--- src/abs_regs.svh ---
`ifndef ABS_REGS_SVH
`define ABS_REGS_SVH
// Behaviour
// RQ1: while bus enable is low, every ATA output pin is released (high-Z).
// RQ2: bus enable low halts the ATA interface state machine.
// RQ3: outside manufacturing test, bus enable is sampled every 20 ms.
// RQ4: enable falling edge: release ATA pins, disconnect USB, idle.
// RQ5: enable rising edge: return to post-reset state and reconnect USB.
// RQ6: system should hold bus enable high at start-up.
// RQ7: system should not drop bus enable during a data transfer.
// RQ8: D+ pulled high at reset; VBUS polled at start then every 20 ms.
// RQ9: sampled VBUS high enables the D+ pullup, otherwise pullup off.
// RQ10: address lines and chip selects driven high only after 2 ms.
// RQ11: serial clock/data active several ms at start-up, then held high.
// RQ12: chip reset held low 10 ms resets whole device.
// RQ13: system supplies a 24 MHz reference clock; timing here assumes 20 MHz (ABS_CLK_HZ).
// RQ14: manufacturing test mode persists, polling suspended, until hard reset; here only bus enable sampling stops, VBUS is still polled every 20 ms.
// RQ15: bus enable and VBUS inputs are synchronised before sampling.
`define ABS_CLK_HZ         20000000
`define ABS_POLL_MS        20
`define ABS_POLL_CYC       ((`ABS_CLK_HZ / 1000) * `ABS_POLL_MS)
`define ABS_ADDR_DLY_MS    2
`define ABS_ADDR_DLY_CYC   ((`ABS_CLK_HZ / 1000) * `ABS_ADDR_DLY_MS)
`define ABS_SER_ACT_MS     4
`define ABS_SER_ACT_CYC    ((`ABS_CLK_HZ / 1000) * `ABS_SER_ACT_MS)
`define ABS_RESET_MS       10
`define ABS_CNT_W          20
`endif

--- src/abs_pkg.sv ---
package abs_pkg;
	typedef enum logic [1:0] {
		ABS_ST_START,
		ABS_ST_RUN,
		ABS_ST_IDLE,
		ABS_ST_TEST
	} abs_state_t;
	typedef struct packed {
		logic [2:0] addr;
		logic [1:0] cs_n;
		logic       dior_n;
		logic       diow_n;
		logic       dmack_n;
		logic       drive_reset_n;
	} abs_ata_out_t;
endpackage

--- src/abs_ctrl.sv ---
`include "abs_regs.svh"
module abs_ctrl #(
	parameter int POLL_CYC    = `ABS_POLL_CYC,
	parameter int ADDR_CYC    = `ABS_ADDR_DLY_CYC,
	parameter int SER_CYC     = `ABS_SER_ACT_CYC
) (
	// clock and reset
	input  wire logic                  clk_in,
	input  wire logic                  reset_n_in,
	// pins
	input  wire logic                  ata_bus_enable_in,
	input  wire logic                  vbus_present_in,
	// engine side
	input  wire logic                  mfg_test_enter_in,
	input  wire abs_pkg::abs_ata_out_t ata_ctl_in,
	input  wire logic                  ser_clk_in,
	input  wire logic                  ser_dat_in,
	// ATA outputs
	output logic                       ata_oe_out,
	output logic                       addr_oe_out,
	output abs_pkg::abs_ata_out_t      ata_ctl_out,
	output logic                       ata_engine_run_out,
	output logic                       ata_engine_restart_out,
	// USB and serial memory
	output logic                       usb_dp_line_pullup_out,
	output logic                       usb_connect_out,
	output logic                       ser_clk_out,
	output logic                       ser_dat_out
);
	import abs_pkg::*;

	localparam logic [`ABS_CNT_W-1:0] POLL_MAX = `ABS_CNT_W'(POLL_CYC - 1);
	localparam logic [`ABS_CNT_W-1:0] ADDR_MAX = `ABS_CNT_W'(ADDR_CYC - 1);
	localparam logic [`ABS_CNT_W-1:0] SER_MAX  = `ABS_CNT_W'(SER_CYC - 1);

	logic [1:0]            en_sync_reg;
	logic [1:0]            vb_sync_reg;
	logic                  en_samp_reg;
	logic                  vb_samp_reg;
	logic [`ABS_CNT_W-1:0] poll_cnt_reg;
	logic [`ABS_CNT_W-1:0] boot_cnt_reg;
	logic                  addr_ok_reg;
	logic                  ser_done_reg;
	logic                  first_poll_reg;
	abs_state_t            state_reg;
	abs_state_t            state_next;
	abs_ata_out_t          ata_next;

	wire en_now   = en_sync_reg[1];
	wire vb_now   = vb_sync_reg[1];
	wire poll_hit = first_poll_reg || (poll_cnt_reg == POLL_MAX);
	wire en_fall  = poll_hit && en_samp_reg && !en_now;
	wire en_rise  = poll_hit && !en_samp_reg && en_now;
	wire in_test  = (state_reg == ABS_ST_TEST);
	wire run_ok   = (state_reg == ABS_ST_RUN);
	wire oe_next  = (state_next == ABS_ST_RUN) &&
		(poll_hit ? en_now : en_samp_reg);

	always_comb begin
		state_next = state_reg;
		unique case (state_reg)
			ABS_ST_START: begin
				if (poll_hit)
					state_next = en_now ? ABS_ST_RUN : ABS_ST_IDLE;
			end
			ABS_ST_RUN: begin
				if (mfg_test_enter_in)
					state_next = ABS_ST_TEST; // RQ14
				else if (en_fall)
					state_next = ABS_ST_IDLE; // RQ4
			end
			ABS_ST_IDLE: begin
				if (mfg_test_enter_in)
					state_next = ABS_ST_TEST; // RQ14
				else if (en_rise)
					state_next = ABS_ST_RUN; // RQ5
			end
			ABS_ST_TEST: state_next = ABS_ST_TEST; // RQ14
		endcase
	end

	always_comb begin
		ata_next = ata_ctl_in;
		if (!addr_ok_reg) begin
			ata_next.addr = 3'h0; // RQ10
			ata_next.cs_n = 2'h0; // RQ10
		end
	end

	// synchronisers
	always_ff @(posedge clk_in) begin
		en_sync_reg <= {en_sync_reg[0], ata_bus_enable_in}; // RQ15
		vb_sync_reg <= {vb_sync_reg[0], vbus_present_in}; // RQ15
	end

	// periodic sampling
	always_ff @(posedge clk_in) begin
		if (!reset_n_in) begin // RQ12
			poll_cnt_reg   <= '0;
			first_poll_reg <= 1'b1;
			en_samp_reg    <= 1'b1;
			vb_samp_reg    <= 1'b1; // RQ8
		end else begin
			first_poll_reg <= 1'b0;
			poll_cnt_reg   <= poll_hit ? '0 : poll_cnt_reg + 1'b1; // RQ3
			if (poll_hit) begin
				vb_samp_reg <= vb_now; // RQ8
				if (!in_test)
					en_samp_reg <= en_now; // RQ3
			end
		end
	end

	// start-up timers
	always_ff @(posedge clk_in) begin
		if (!reset_n_in) begin
			boot_cnt_reg <= '0;
			addr_ok_reg  <= 1'b0;
			ser_done_reg <= 1'b0;
		end else begin
			if (!ser_done_reg)
				boot_cnt_reg <= boot_cnt_reg + 1'b1;
			if (boot_cnt_reg == ADDR_MAX)
				addr_ok_reg <= 1'b1; // RQ10
			if (boot_cnt_reg == SER_MAX)
				ser_done_reg <= 1'b1; // RQ11
		end
	end

	// state and outputs
	always_ff @(posedge clk_in) begin
		if (!reset_n_in) begin
			state_reg              <= ABS_ST_START;
			ata_oe_out             <= 1'b0;
			addr_oe_out            <= 1'b0;
			ata_ctl_out            <= '1;
			ata_engine_run_out     <= 1'b0;
			ata_engine_restart_out <= 1'b0;
			usb_dp_line_pullup_out <= 1'b1; // RQ8
			usb_connect_out        <= 1'b0;
			ser_clk_out            <= 1'b1;
			ser_dat_out            <= 1'b1;
		end else begin
			state_reg              <= state_next;
			ata_oe_out             <= oe_next; // RQ1
			addr_oe_out            <= oe_next && addr_ok_reg; // RQ10
			ata_ctl_out            <= ata_next;
			ata_engine_run_out     <= (state_next == ABS_ST_RUN); // RQ2
			ata_engine_restart_out <= (state_next == ABS_ST_RUN) && !run_ok; // RQ5
			usb_dp_line_pullup_out <= vb_samp_reg; // RQ9
			usb_connect_out        <= (state_next != ABS_ST_IDLE); // RQ4
			ser_clk_out            <= ser_done_reg ? 1'b1 : ser_clk_in; // RQ11
			ser_dat_out            <= ser_done_reg ? 1'b1 : ser_dat_in; // RQ11
		end
	end
endmodule // abs_ctrl

--- config.mk ---
export PLATFORM = sky130hd
export DESIGN_NAME = abs_ctrl
export DESIGN_NICKNAME = d
export VERILOG_FILES = /design/src/abs_pkg.sv /design/src/abs_ctrl.sv
export VERILOG_INCLUDE_DIRS = /design/src
export SDC_FILE = /design/constraint.sdc
export NUM_CORES = 1
export LEC_CHECK = 0
export BUFFER_PORTS_ARGS = -buffer_cell sky130_fd_sc_hd__buf_4
export CORE_ASPECT_RATIO = 1.4
export CORE_UTILIZATION = 57
export DETAILED_ROUTE_END_ITERATION = 7
export HOLD_SLACK_MARGIN = 0.12
export PLACE_DENSITY = 0.9
export SLEW_MARGIN = 20
export SYNTH_ARGS = -nofsm -noshare
export SYNTH_HDL_FRONTEND = slang
export SYNTH_SLANG_ARGS = --single-unit
--- constraint.sdc ---
create_clock -name clk_in -period 2.25 [get_ports clk_in]
set_input_delay 0.5625 -clock clk_in [delete_from_list [all_inputs] [get_ports clk_in]]
set_output_delay 0.5625 -clock clk_in [all_outputs]
set_load 0.03 [all_outputs]
Word-level counts from Yosys, hierarchy flattened
Cells that the tools add are included.
Widths: inputs -> output; s select.
{"block": "word_totals", "out_inout_bits": 17, "ram_bits": 0, "elab_cells": 61, "reg_bits": 68, "input_bits": 16, "mem_bits_ro": 0, "memories": 0, "latch_bits": 0}
{"block": "classes", "shifts": 0, "div_mod_pow": 0, "mul": 0, "n_eq_ne": 8, "magnitude_cmp": 0, "n_addsub": 2, "reduce_logical": 15, "bitwise": 2, "muxes": 10}
{"operator": "$add 20x1->20 const B", "count": 2}
{"operator": "$eq 20x16->1 const B", "count": 1}
{"operator": "$eq 20x17->1 const B", "count": 1}
{"operator": "$eq 20x19->1 const B", "count": 1}
{"operator": "$mux 2", "count": 6}
{"operator": "$pmux 2 s4", "count": 1}
{"operator": "$logic_and 1x1->1", "count": 7}
{"operator": "$mux 5", "count": 1}
{"operator": "$eq 2x1->1 const B", "count": 2}
{"operator": "$eq 2x2->1 const B", "count": 2}
{"operator": "$reduce_or 2->1", "count": 2}
{"operator": "$logic_not 1->1", "count": 3}
{"operator": "$logic_not 2->1", "count": 1}
{"operator": "$mux 1", "count": 2}
{"operator": "$ne 2x2->1 const B", "count": 1}
{"operator": "$not 1->1", "count": 2}
{"operator": "$reduce_and 2->1", "count": 1}
{"operator": "$logic_or 1x1->1", "count": 1}

Logic depth before layout (Yosys ltp)
Gate-level depths: netlist of the first run.
{"block": "logic_depth", "depth_word": 10, "ltp_mapped": 8, "mapped_depth_nobuf": 6}

Least setup slack after synthesis of the first run
Ideal clock, no wire load.
{"block": "synth_timing", "kind": "reg2reg", "start": "register poll_cnt_reg[0]", "end": "register ata_oe_out", "period_less_slack_ns": 1.791, "n_path_buf": 1, "t_required_ns": 2.171, "t_arrival_ns": 1.712, "setup_slack_ns": 0.459, "setup_ns": 0.079, "path_stages_with_launch": 8, "cell_sequence": "dfxtp_1 -> ha_1 -> and4_1 -> buf_4 -> and4_4 -> a21oi_4 -> a221o_1 -> a211oi_2"}
{"block": "synth_between", "elab_chain_cells": 9, "word_cells_on_any_way": 15, "cone_classes": "eq/ne: 2; mux: 7; reduce/logical: 6"}
{"item": "from (decl)", "line": "abs_ctrl.sv:40", "rtl": "logic [`ABS_CNT_W-1:0] poll_cnt_reg;"}
{"item": "from (signal assigned)", "line": "abs_ctrl.sv:105", "rtl": "poll_cnt_reg <= poll_hit ? '0 : poll_cnt_reg + 1'b1;"}
{"item": "$eq 20x19->1 *", "line": "abs_ctrl.sv:51", "rtl": "wire poll_hit = first_poll_reg || (poll_cnt_reg == POLL_MAX);"}
{"item": "$logic_or 1x1->1 *", "line": "abs_ctrl.sv:51"}
{"item": "$logic_and 1x1->1, on equally long branches (2 in a row)", "line": "abs_ctrl.sv:53, abs_ctrl.sv:52"}
{"item": "$mux 2, on equally long branches", "line": "abs_ctrl.sv:75, abs_ctrl.sv:69"}
{"item": "$mux 2, on equally long branches", "line": "abs_ctrl.sv:73, abs_ctrl.sv:67"}
{"item": "$pmux 2 s4", "line": "abs_ctrl.sv:61", "rtl": "unique case (state_reg)"}
{"item": "$eq 2x1->1", "line": "abs_ctrl.sv:56", "rtl": "wire oe_next = (state_next == ABS_ST_RUN) &&"}
{"item": "$logic_and 1x1->1 *", "line": "abs_ctrl.sv:56"}
{"item": "to (signal assigned)", "line": "abs_ctrl.sv:145", "rtl": "ata_oe_out <= oe_next;"}
{"item": "to (decl)", "line": "abs_ctrl.sv:19", "rtl": "output logic ata_oe_out,"}
Mark *: on every way between the ends. The rest lies on a longest branch, timed or not.
A chain may end at the register's enable or synchronous reset.

Worst setup path after layout of the first run
Ends and elaborated chain as after synthesis.

==> summary.md, run 1 <==
| Metric | Value |
|---|---|
| DPL Wire Length | around 3800 um |
| Congestion Overflow GR | 0 |
| Initial DRC Count | between 100 and 150 |
| Synth Instances | about 290 |
| Die X | ~60 um |
| Max_slew headroom | 0.714 |
| Die Y | roughly 83 um |
| Setup_tns | 0 ns |
| Clock sink count | slightly below 70 |
| CTS max path bufs | 2 |
| Setup Buffers After CTS | 0 |
| Maxcap violations | 0 |
| Fill cells | 352 |
| Final setup fails | 0 |
| Crit end category | register |
| Vias | 2138 |
| Peak Freq | ~500 MHz |
| Area growth, synth to finish | 17.7% |
| Ant. Diodes | 0 |
| Worst-Margin Slew | between 0.4 and 0.5 ns |
| Initial antenna violation count | 0 |
| Pleak | approximately 1.2 nW |
| Xor/xnor cell area share of the yosys netlist | 0.117 |
| Yosys top cell area share | 0.507 |
| Final min period | about 2.0 ns |
| Yosys cell types | about 40 |
| Adder-Cell Fraction of Synth Area | 0.00932 |
| Ratio of cells with drive above 1 in the final layout | 0.161 |
| CP startpoint kind | register |
| Fin crit share | 0.872 |
| Largest family of logic cells by synthesized area | simple AND/OR/NAND/NOR gates |
| Clock Tree Root | clkbuf_8 |
| Largest net degree at the start of global routing | 25 |
| Core footprint | about 4500 um^2 |
| Row count | 29 |
| CTS tree | yes |
| Max Slew Vio Count | 0 |
| Worst hold margin | between 0.3 and 0.4 ns |
| CTS Buf Count | 9 |
| P per Cell Area | ~740 nW/um^2 |
| Mapped Avg Cell Area | 9.29 um^2 |
| Routability cong. | ~0.9 |
| Dominant cells by area after synthesis | dfxtp_1 51%, xor2_1 6.8%, nor2_1 6.3% |
| Seq/Total Area, Yosys | 0.507 |
| Mapped cell area | ~2700 um^2 |
| Syn_nets | a little over 300 |
| DRC Markers | 0 |
| Max FO, Critical Path | 10 |
| Drt first pass iters | 4 |
| Fin area | around 3200 um^2 |
| Wire per inst | roughly 14 um |
| Remaining antenna violation count after routing | 0 |
| I/O Buffers | 32 |
| Clock transition at path regs | 0.07 ns |
| Drt total wl | ~5300 um |
| First-pass GRT wire length | 9140 um |
| Placed instance area | just under 3000 um^2 |
| Fin. Hold Viols | 0 |
| Die area | approximately 5000 um^2 |
| Number of global-route vias before repair | 2064 |
| Most frequent cells in the layout | 68 x dfxtp_1, 45 x nor2_1, 33 x buf_4 |
| Skew final | between 0.003 and 0.004 ns |
| Clk Latency, worst-skew pair | 0.34 ns |
| CTS Hold Buffers Added | 0 |
| Status | finished clean |
| Nets | 342 |
| Synth area leader | dfxtp_1 |
| Number of synthesis warnings | 0 |
| CTS H-Tree Depth | 3 |
| Total GRT Usage | 0.247 |
| Via/cell ratio | between 5 and 6 |
| Post_cts resized | 0 |
| Ports | 33 |
| Critical path class | register to register |
| Post-Synth Simple-Gate Area | 0.277 |
| Worst Hold Class | primary input to register |
| Arrival time worst endpoint | 2.23 ns |
| Compound-Gate Fraction of Synth Area | 0.0545 |
| RSZ-0062 raised after global routing | no |
| Initial Util | 0.592 |
| Multiplexer share of the synthesized area | 0.00746 |
| Worst VDD drop | around 0.51 mV |
| Synth Register Bits | roughly 70 |
| CP Data Required Time | approximately 2.5 ns |
| Commonest non-fill, non-tap cell in the layout | dfxtp_1 |
-- cells by family (layout without fill, tap and decap cells) --
logic type | Yosys count | count (layout)
fa+ha+maj | 2 | 2
compound gates | 19 | 19
buf+inv | 18 | 58
xor+xnor | 36 | 36
mux | 2 | 2
flops | 68 | 68
simple gates | 144 | 144
-- cell type report --
class,count,area (um^2),area share
Clock buffer,13,169,0.0535
Clock inverter,3,20.0,0.00634
Inverter,9,33.8,0.0107
Multi-Input combinational cell,203,1250,0.396
Sequential cell,68,1360,0.431
Tap cell,62,77.6,0.0246
Timing Repair Buffer,33,248,0.0784
-- power by group --
part | internal (mW) | switching, mW
combinational | 0.0688 | 0.0947
sequential | 1.24 | 0.0216
clock | 0.488 | 0.429
-- stage by stage --
step / power [mW] / utilization / std cells / setup slack (ns)
floorplan: 1.38 / - / 289 / 0.459
global placement: 1.45 / 0.655 / 375 / 0.371
detailed placement: 1.45 / 0.655 / 375 / 0.293
CTS: 2.36 / 0.697 / 391 / 0.277
global route: 2.43 / 0.697 / 391 / 0.164
finish: 2.34 / 0.697 / 391 / 0.288
-- Yosys cell counts (all sizes together) --
| cell | n |
|---|---|
| nor4b | 1 |
| mux2i | 2 |
| a211oi | 2 |
| buf | 3 |
| o21a | 2 |
| and4b | 1 |
| xor2 | 21 |
| nor3 | 6 |
| or3 | 3 |
| xnor2 | 15 |
| nand4b | 1 |
| nor4 | 7 |
| nor4bb | 1 |
| and4 | 7 |
| nand4 | 8 |
| o31ai | 2 |
| nand3 | 16 |
| clkbuf | 6 |
| nand2b | 6 |
| o21ai | 2 |
| and2 | 4 |
| dfxtp | 68 |
| a21oi | 5 |
| or4 | 1 |
| and3b | 2 |
| ha | 2 |
| o311ai | 1 |
| nand2 | 26 |
| a31oi | 2 |
| nor2 | 45 |
| nor2b | 2 |
| o41ai | 1 |
| a221o | 2 |
| and4bb | 1 |
| inv | 9 |
| and3 | 6 |
-- path summary, 6_finish.rpt --
check | start | to | slack, ns | cells after the start
setup reg to reg | poll_cnt_reg[0] | ata_oe_out | 0.29 | 6
hold / removal | ata_bus_enable_in | en_sync_reg[0] | 0.32 | 1
hold reg to reg | en_sync_reg[0] | en_sync_reg[1] | 0.33 | 0
setup / recovery | poll_cnt_reg[0] | ata_oe_out | 0.29 | 6
-- critical path: stages, from the launching register on --
cell and delay [ns]:
dfxtp_1 0.38, ha_1 0.21, and4_1 0.31, and4_4 0.28, a21oi_4 0.09, a221o_1 0.41, a211oi_2 0.21
-- metal layers --
layer	global-route usage	vias to the layer above	wire length [um]
li1	-	1056	-
met4	0.110	0	134
met3	0.0763	15	272
met5	0	-	0
met2	0.418	63	2840
met1	0.274	1004	2100
(Power assumes the default switching activity.)
==> run 2: changes to the inputs <==
--- a/config.mk
+++ b/config.mk
@@ -7,11 +7,13 @@
 export NUM_CORES = 1
 export LEC_CHECK = 0
 export BUFFER_PORTS_ARGS = -buffer_cell sky130_fd_sc_hd__buf_4
+export CELL_PAD_IN_SITES_DETAIL_PLACEMENT = 1
+export CELL_PAD_IN_SITES_GLOBAL_PLACEMENT = 2
 export CORE_ASPECT_RATIO = 1.4
-export CORE_UTILIZATION = 57
+export CORE_UTILIZATION = 35
 export DETAILED_ROUTE_END_ITERATION = 7
-export HOLD_SLACK_MARGIN = 0.12
-export PLACE_DENSITY = 0.9
+export HOLD_SLACK_MARGIN = 0.1
+export PLACE_DENSITY = 0.89
 export SLEW_MARGIN = 20
 export SYNTH_ARGS = -nofsm -noshare
 export SYNTH_HDL_FRONTEND = slang
==> run 2 against run 1 <==
Die area up 61%. Final cell count up 9.0%. Critical path depth unchanged. Routed wire length up 16%. Highest routed layer unchanged.
==> summary.md, run 2 (same netlist as run 1, synthesis figures left out) <==
| Metric | Value |
|---|---|
| Setup_tns | 0 ns (unchanged) |
| Crit end category | register (unchanged) |
| Worst VDD drop | 0.284 mV (was 0.510 mV) |
| Hold path depth | 1 (unchanged) |
| Ant. Diodes | 0 (unchanged) |
| Vias | 2131 (was 2138) |
| Die area | 8030 um^2 (was 4990 um^2) |
| Routability cong. | 0.768 (was 0.897) |
| Die X | 76.0 um (was 60.0 um) |
| Slowest cell on crit path | a221o_1 (unchanged) |
| CP startpoint kind | register (unchanged) |
| Initial DRC Count | 61 (was 106) |
| Die Y | 106 um (was 83.2 um) |
| DPL Wire Length | 4410 um (was 3760 um) |
| Max_slew headroom | 0.688 (was 0.714) |
| CP bufs+invs | 0 (unchanged) |
| Initial antenna violation count | 0 (unchanged) |
| Commonest non-fill, non-tap cell in the layout | dfxtp_1 (unchanged) |
| Wire per inst | 14.6 um (was 13.7 um) |
| Pleak | 1.23 nW (was 1.22 nW) |
| Clk Latency, worst-skew pair | 0.35 ns (was 0.34 ns) |
| Largest net degree at the start of global routing | 21 (was 25) |
| Drt first pass iters | 4 (unchanged) |
| CTS Hold Buffers Added | 0 (unchanged) |
| Peak Freq | 499 MHz (was 510 MHz) |
| Fin crit share | 0.890 (was 0.872) |
| Crit path from | poll_cnt_reg[0] (unchanged) |
| Reg2reg path depth | 6 (unchanged) |
| Nets | 342 (unchanged) |
| Worst R2R Start | poll_cnt_reg[0] (unchanged) |
| Status | finished clean (unchanged) |
| Flop2flop setup slack | 0.25 ns (was 0.29 ns) |
| Row count | 37 (was 29) |
| Post_cts resized | 0 (unchanged) |
| Ports | 33 (unchanged) |
| Worst hold margin | 0.317 ns (was 0.324 ns) |
| Worst path top cell family by delay | compound AO/OA/AOI/OAI gates (unchanged) |
| Clock Tree Root | clkbuf_8 (unchanged) |
| Total power | 2.53 mW (was 2.34 mW) |
| Worst Hold Class | primary input to register (unchanged) |
| CTS H-Tree Depth | 3 (unchanged) |
| Remaining antenna violation count after routing | 0 (unchanged) |
| P per Cell Area | 783 nW/um^2 (was 741 nW/um^2) |
| Clock transition at path regs | 0.08 ns (was 0.07 ns) |
| Drt total wl | 6200 um (was 5350 um) |
| Max incr delay on CP | 0.41 ns (about the same) |
| Core footprint | 7410 um^2 (was 4540 um^2) |
| Final setup fails | 0 (unchanged) |
| Post-route setup slack | 0.248 ns (was 0.288 ns) |
| CP Data Required Time | 2.52 ns (about the same) |
| Pre-CTS WS | 0.256 ns (was 0.293 ns) |
| Most frequent cells in the layout | 68 x dfxtp_1, 45 x nor2_1, 33 x buf_4 (unchanged) |
| Max FO, Critical Path | 10 (unchanged) |
| Maxcap violations | 0 (unchanged) |
| Ratio of cells with drive above 1 in the final layout | 0.161 (unchanged) |
| Clock sink count | 68 (unchanged) |
| Hold Path Origin | ata_bus_enable_in (unchanged) |
| Number of global-route vias before repair | 2241 (was 2064) |
| Critical path class | register to register (unchanged) |
| First-pass GRT wire length | 10400 um (was 9140 um) |
| CTS tree | yes (unchanged) |
| Total GRT Usage | 0.169 (was 0.247) |
| RSZ-0062 raised after global routing | no (unchanged) |
| Fin area | 3230 um^2 (was 3160 um^2) |
| Setup Buffers After CTS | 0 (unchanged) |
| DRC Markers | 0 (unchanged) |
| Max Slew Vio Count | 0 (unchanged) |
| Fin. Hold Viols | 0 (unchanged) |
| I/O Buffers | 32 (unchanged) |
| Worst hold endpoint | en_sync_reg[0] (unchanged) |
| Skew final | 0.00880 ns (was 0.00385 ns) |
| Arrival time worst endpoint | 2.27 ns (was 2.23 ns) |
| R2R Path End | ata_oe_out (unchanged) |
| Via/cell ratio | 5.00 (was 5.47) |
| Initial Util | 0.362 (was 0.592) |
| CTS Buf Count | 9 (unchanged) |
| Final min period | 2.00 ns (was 1.96 ns) |
| Worst-Margin Slew | 0.468 ns (was 0.425 ns) |
| CTS max path bufs | 2 (unchanged) |
| Area growth, synth to finish | 20.3% (was 17.7%) |
| Placed instance area | 3010 um^2 (was 2970 um^2) |
| Crit-path cells | ha_1, and4_1, and4_4, a21oi_4, a221o_1, a211oi_2 (unchanged) |
| Congestion Overflow GR | 0 (unchanged) |
-- run 2: metrics by stage --
stage,util,std cells
3_3_place_gp,0.407,410
3_5_place_dp,0.407,410
4_1_cts,0.436,426
6_report,0.436,426
5_1_grt,0.436,426
2_1_floorplan,-,289
-- run 2: power by group --
part / switching (mW) / internal, mW
Combinational: 0.0990 / 0.0691
Clock: 0.480 / 0.624
Sequential: 0.0219 / 1.24
-- run 2: layout make-up --
class | count | area (um^2)
sequential | 68 | 1360
fill | 882 | 4180
clock buffer | 10 | 128
multi-input combinational | 203 | 1250
inverter | 9 | 33.8
clock inverter | 6 | 88.8
timing repair buffer | 33 | 248
tap | 97 | 121
-- run 2: worst max path at each step --
stage	to	slack (ns)	cells past startpoint
after CTS	ata_oe_out	0.24	6
after global placement	ata_oe_out	0.35	6
after global routing	ata_oe_out	0.11	6
after detailed placement	ata_oe_out	0.26	6
after floorplan	ata_oe_out	0.46	7
final	ata_oe_out	0.25	6
-- run 2: routing by layer --
layer  routed length, um  global-route usage
met1                2490               0.170
met2                3300               0.303
met5                   0                   0
met4                 188              0.0934
met3                 217              0.0563
==> run 3: changes to the inputs <==
--- a/config.mk
+++ b/config.mk
@@ -9,7 +9,8 @@
 export BUFFER_PORTS_ARGS = -buffer_cell sky130_fd_sc_hd__buf_4
 export CELL_PAD_IN_SITES_DETAIL_PLACEMENT = 1
 export CELL_PAD_IN_SITES_GLOBAL_PLACEMENT = 2
-export CORE_ASPECT_RATIO = 1.4
+export CORE_ASPECT_RATIO = 0.8
+export CORE_MARGIN = 2
 export CORE_UTILIZATION = 35
 export DETAILED_ROUTE_END_ITERATION = 7
 export HOLD_SLACK_MARGIN = 0.1
==> run 3 against run 2 <==
Final cell count is 1.9% higher. Clock power is 9.8% lower. Flip-flop and latch count stayed put. Critical path depth stayed put. Sequential share of layout area is 0.20 points higher. Total power is 4.4% lower. First-iteration DRC count is 38% higher. Non-clock buffer count stayed put. Setup slack worse by 0.015 ns. Core utilization is 0.32 points lower. Die area is 4.5% higher. Critical endpoint unchanged. Largest cell class unchanged. Largest power group unchanged.
==> summary.md, run 3 (same netlist as run 1, synthesis figures left out) <==
| Metric | Value |
|---|---|
| Status | finished clean (unchanged) |
| First-pass GRT wire length | 10100 um (was 10400 um) |
| Flop2flop setup slack | 0.23 ns (was 0.25 ns) |
| Ports | 33 (unchanged) |
| CP Data Required Time | 2.52 ns (about the same) |
| Clock transition at path regs | 0.08 ns (about the same) |
| Fill cells | 883 (was 882) |
| R2R Path End | ata_oe_out (unchanged) |
| Clock Tree Root | clkbuf_8 (unchanged) |
| Arrival time worst endpoint | 2.29 ns (was 2.27 ns) |
| Reg2reg path depth | 6 (unchanged) |
| Maxcap violations | 0 (unchanged) |
| Ant. Diodes | 0 (unchanged) |
| Routed met3 length | 258 um (was 217 um) |
| Remaining antenna violation count after routing | 0 (unchanged) |
| Pleak | 1.22 nW (was 1.23 nW) |
| Drt total wl | 6110 um (was 6200 um) |
| Setup_tns | 0 ns (unchanged) |
| Area of the multi-input gates | 1250 um^2 (unchanged) |
| Peak Freq | 496 MHz (was 499 MHz) |
| Clock sink count | 68 (unchanged) |
| Worst VDD drop | 0.276 mV (was 0.284 mV) |
| Crit end category | register (unchanged) |
| Congestion Overflow GR | 0 (unchanged) |
| Fin crit share | 0.897 (was 0.890) |
| Row count | 28 (was 37) |
| Worst R2R Start | poll_cnt_reg[0] (unchanged) |
| Crit-path cells | ha_1, and4_1, and4_4, a21oi_4, a221o_1, a211oi_2 (unchanged) |
| Final min period | 2.02 ns (was 2.00 ns) |
| Fin. Hold Viols | 0 (unchanged) |
| CTS max path bufs | 2 (unchanged) |
| Max incr delay on CP | 0.42 ns (was 0.41 ns) |
| CTS Hold Buffers Added | 0 (unchanged) |
| Initial DRC Count | 84 (was 61) |
| Wire per inst | 14.1 um (was 14.6 um) |
| P per Cell Area | 752 nW/um^2 (was 783 nW/um^2) |
| Worst-Margin Slew | 0.485 ns (was 0.468 ns) |
| Max Slew Vio Count | 0 (unchanged) |
| Skew final | 0.0157 ns (was 0.00880 ns) |
| Final Core Density | 0.433 (was 0.436) |
| Final setup fails | 0 (unchanged) |
| Post_cts resized | 0 (unchanged) |
| Initial antenna violation count | 0 (unchanged) |
| Most frequent cells in the layout | 68 x dfxtp_1, 45 x nor2_1, 33 x buf_4 (unchanged) |
| I/O Buffers | 32 (unchanged) |
| CTS H-Tree Depth | 3 (unchanged) |
| Initial Util | 0.362 (about the same) |
| Crit path from | poll_cnt_reg[0] (unchanged) |
| Critical path class | register to register (unchanged) |
| Nets | 342 (unchanged) |
| DRC Markers | 0 (unchanged) |
| Number of global-route vias before repair | 2079 (was 2241) |
| RSZ-0062 raised after global routing | no (unchanged) |
| Vias | 2129 (was 2131) |
| Slowest cell on crit path | a221o_1 (unchanged) |
| Ratio of cells with drive above 1 in the final layout | 0.161 (unchanged) |
| Die area | 8390 um^2 (was 8030 um^2) |
| Die X | 102 um (was 76.0 um) |
| CP endpoint | ata_oe_out (unchanged) |
| Area growth, synth to finish | 19.8% (was 20.3%) |
| Routability cong. | 0.777 (was 0.768) |
| Max FO, Critical Path | 10 (unchanged) |
| Clk Latency, worst-skew pair | 0.35 ns (about the same) |
| Uppermost routed layer | met4 (unchanged) |
| Core footprint | 7430 um^2 (was 7410 um^2) |
| Worst Hold Class | primary input to register (unchanged) |
| Via/cell ratio | 4.91 (was 5.00) |
| Drt first pass iters | 4 (unchanged) |
| Met1 Wirelength | 3070 um (was 2490 um) |
| Largest net degree at the start of global routing | 25 (was 21) |
| Commonest non-fill, non-tap cell in the layout | dfxtp_1 (unchanged) |
| Total GRT Usage | 0.155 (was 0.169) |
| CP startpoint kind | register (unchanged) |
| Setup Buffers After CTS | 0 (unchanged) |
| Met2 WL | 2710 um (was 3300 um) |
| Die Y | 82.3 um (was 106 um) |
| CTS Buf Count | 9 (unchanged) |
| DPL Wire Length | 4060 um (was 4410 um) |
| Register Area | 1360 um^2 (unchanged) |
| CTS tree | yes (unchanged) |
| Max_slew headroom | 0.677 (was 0.688) |
[run 3: power breakdown]
group          switching [mW]  internal [mW]
combinational          0.0961         0.0693
clock                   0.480          0.512
sequential             0.0243           1.24
total                   0.600           1.82
[run 3: metrics by stage]
stage	total power, mW	setup slack (ns)	hold WS, ns	cells	area [um^2]
4_1_cts	2.47	0.231	0.300	434	3220
6_report	2.42	0.233	0.318	434	3220
5_1_grt	2.54	0.0766	0.292	434	3220
2_1_floorplan	1.38	0.459	0.310	289	2690
3_5_place_dp	1.45	0.225	0.324	418	3020
3_3_place_gp	1.45	0.341	0.315	418	3020
[run 3: worst min path at each step]
stage / start / to / slack [ns] / depth (start not counted)
CTS: vbus_present_in / vb_sync_reg[0] / 0.30 / 1
finish: vbus_present_in / vb_sync_reg[0] / 0.32 / 1
floorplan: en_sync_reg[0] / en_sync_reg[1] / 0.31 / 0
detailed placement: vb_sync_reg[0] / vb_sync_reg[1] / 0.32 / 0
global route: vbus_present_in / vb_sync_reg[0] / 0.29 / 1
global placement: vb_sync_reg[0] / vb_sync_reg[1] / 0.32 / 0
[run 3: critical path: cells and delay by family, from the launching register on]
kind,cells,cell delay (ns)
AO/OA/AOI/OAI,3,0.74
AND/OR/NAND/NOR,2,0.61
flip-flops,1,0.38
adder cells (fa/ha/maj),1,0.22
[run 3: final cells by class]
cell class,instances,area share
Timing Repair Buffer,33,0.0770
Clock buffer,10,0.0397
Multi-Input combinational cell,203,0.389
Sequential cell,68,0.423
Clock inverter,6,0.0198
Inverter,9,0.0105
Tap cell,105,0.0409
[run 3: layer usage]
| metal | up-vias | track usage |
|---|---|---|
| met5 | - | 0 |
| met4 | 0 | 0.0520 |
| met3 | 6 | 0.0522 |
| met2 | 33 | 0.242 |
| met1 | 1033 | 0.201 |
| li1 | 1057 | - |
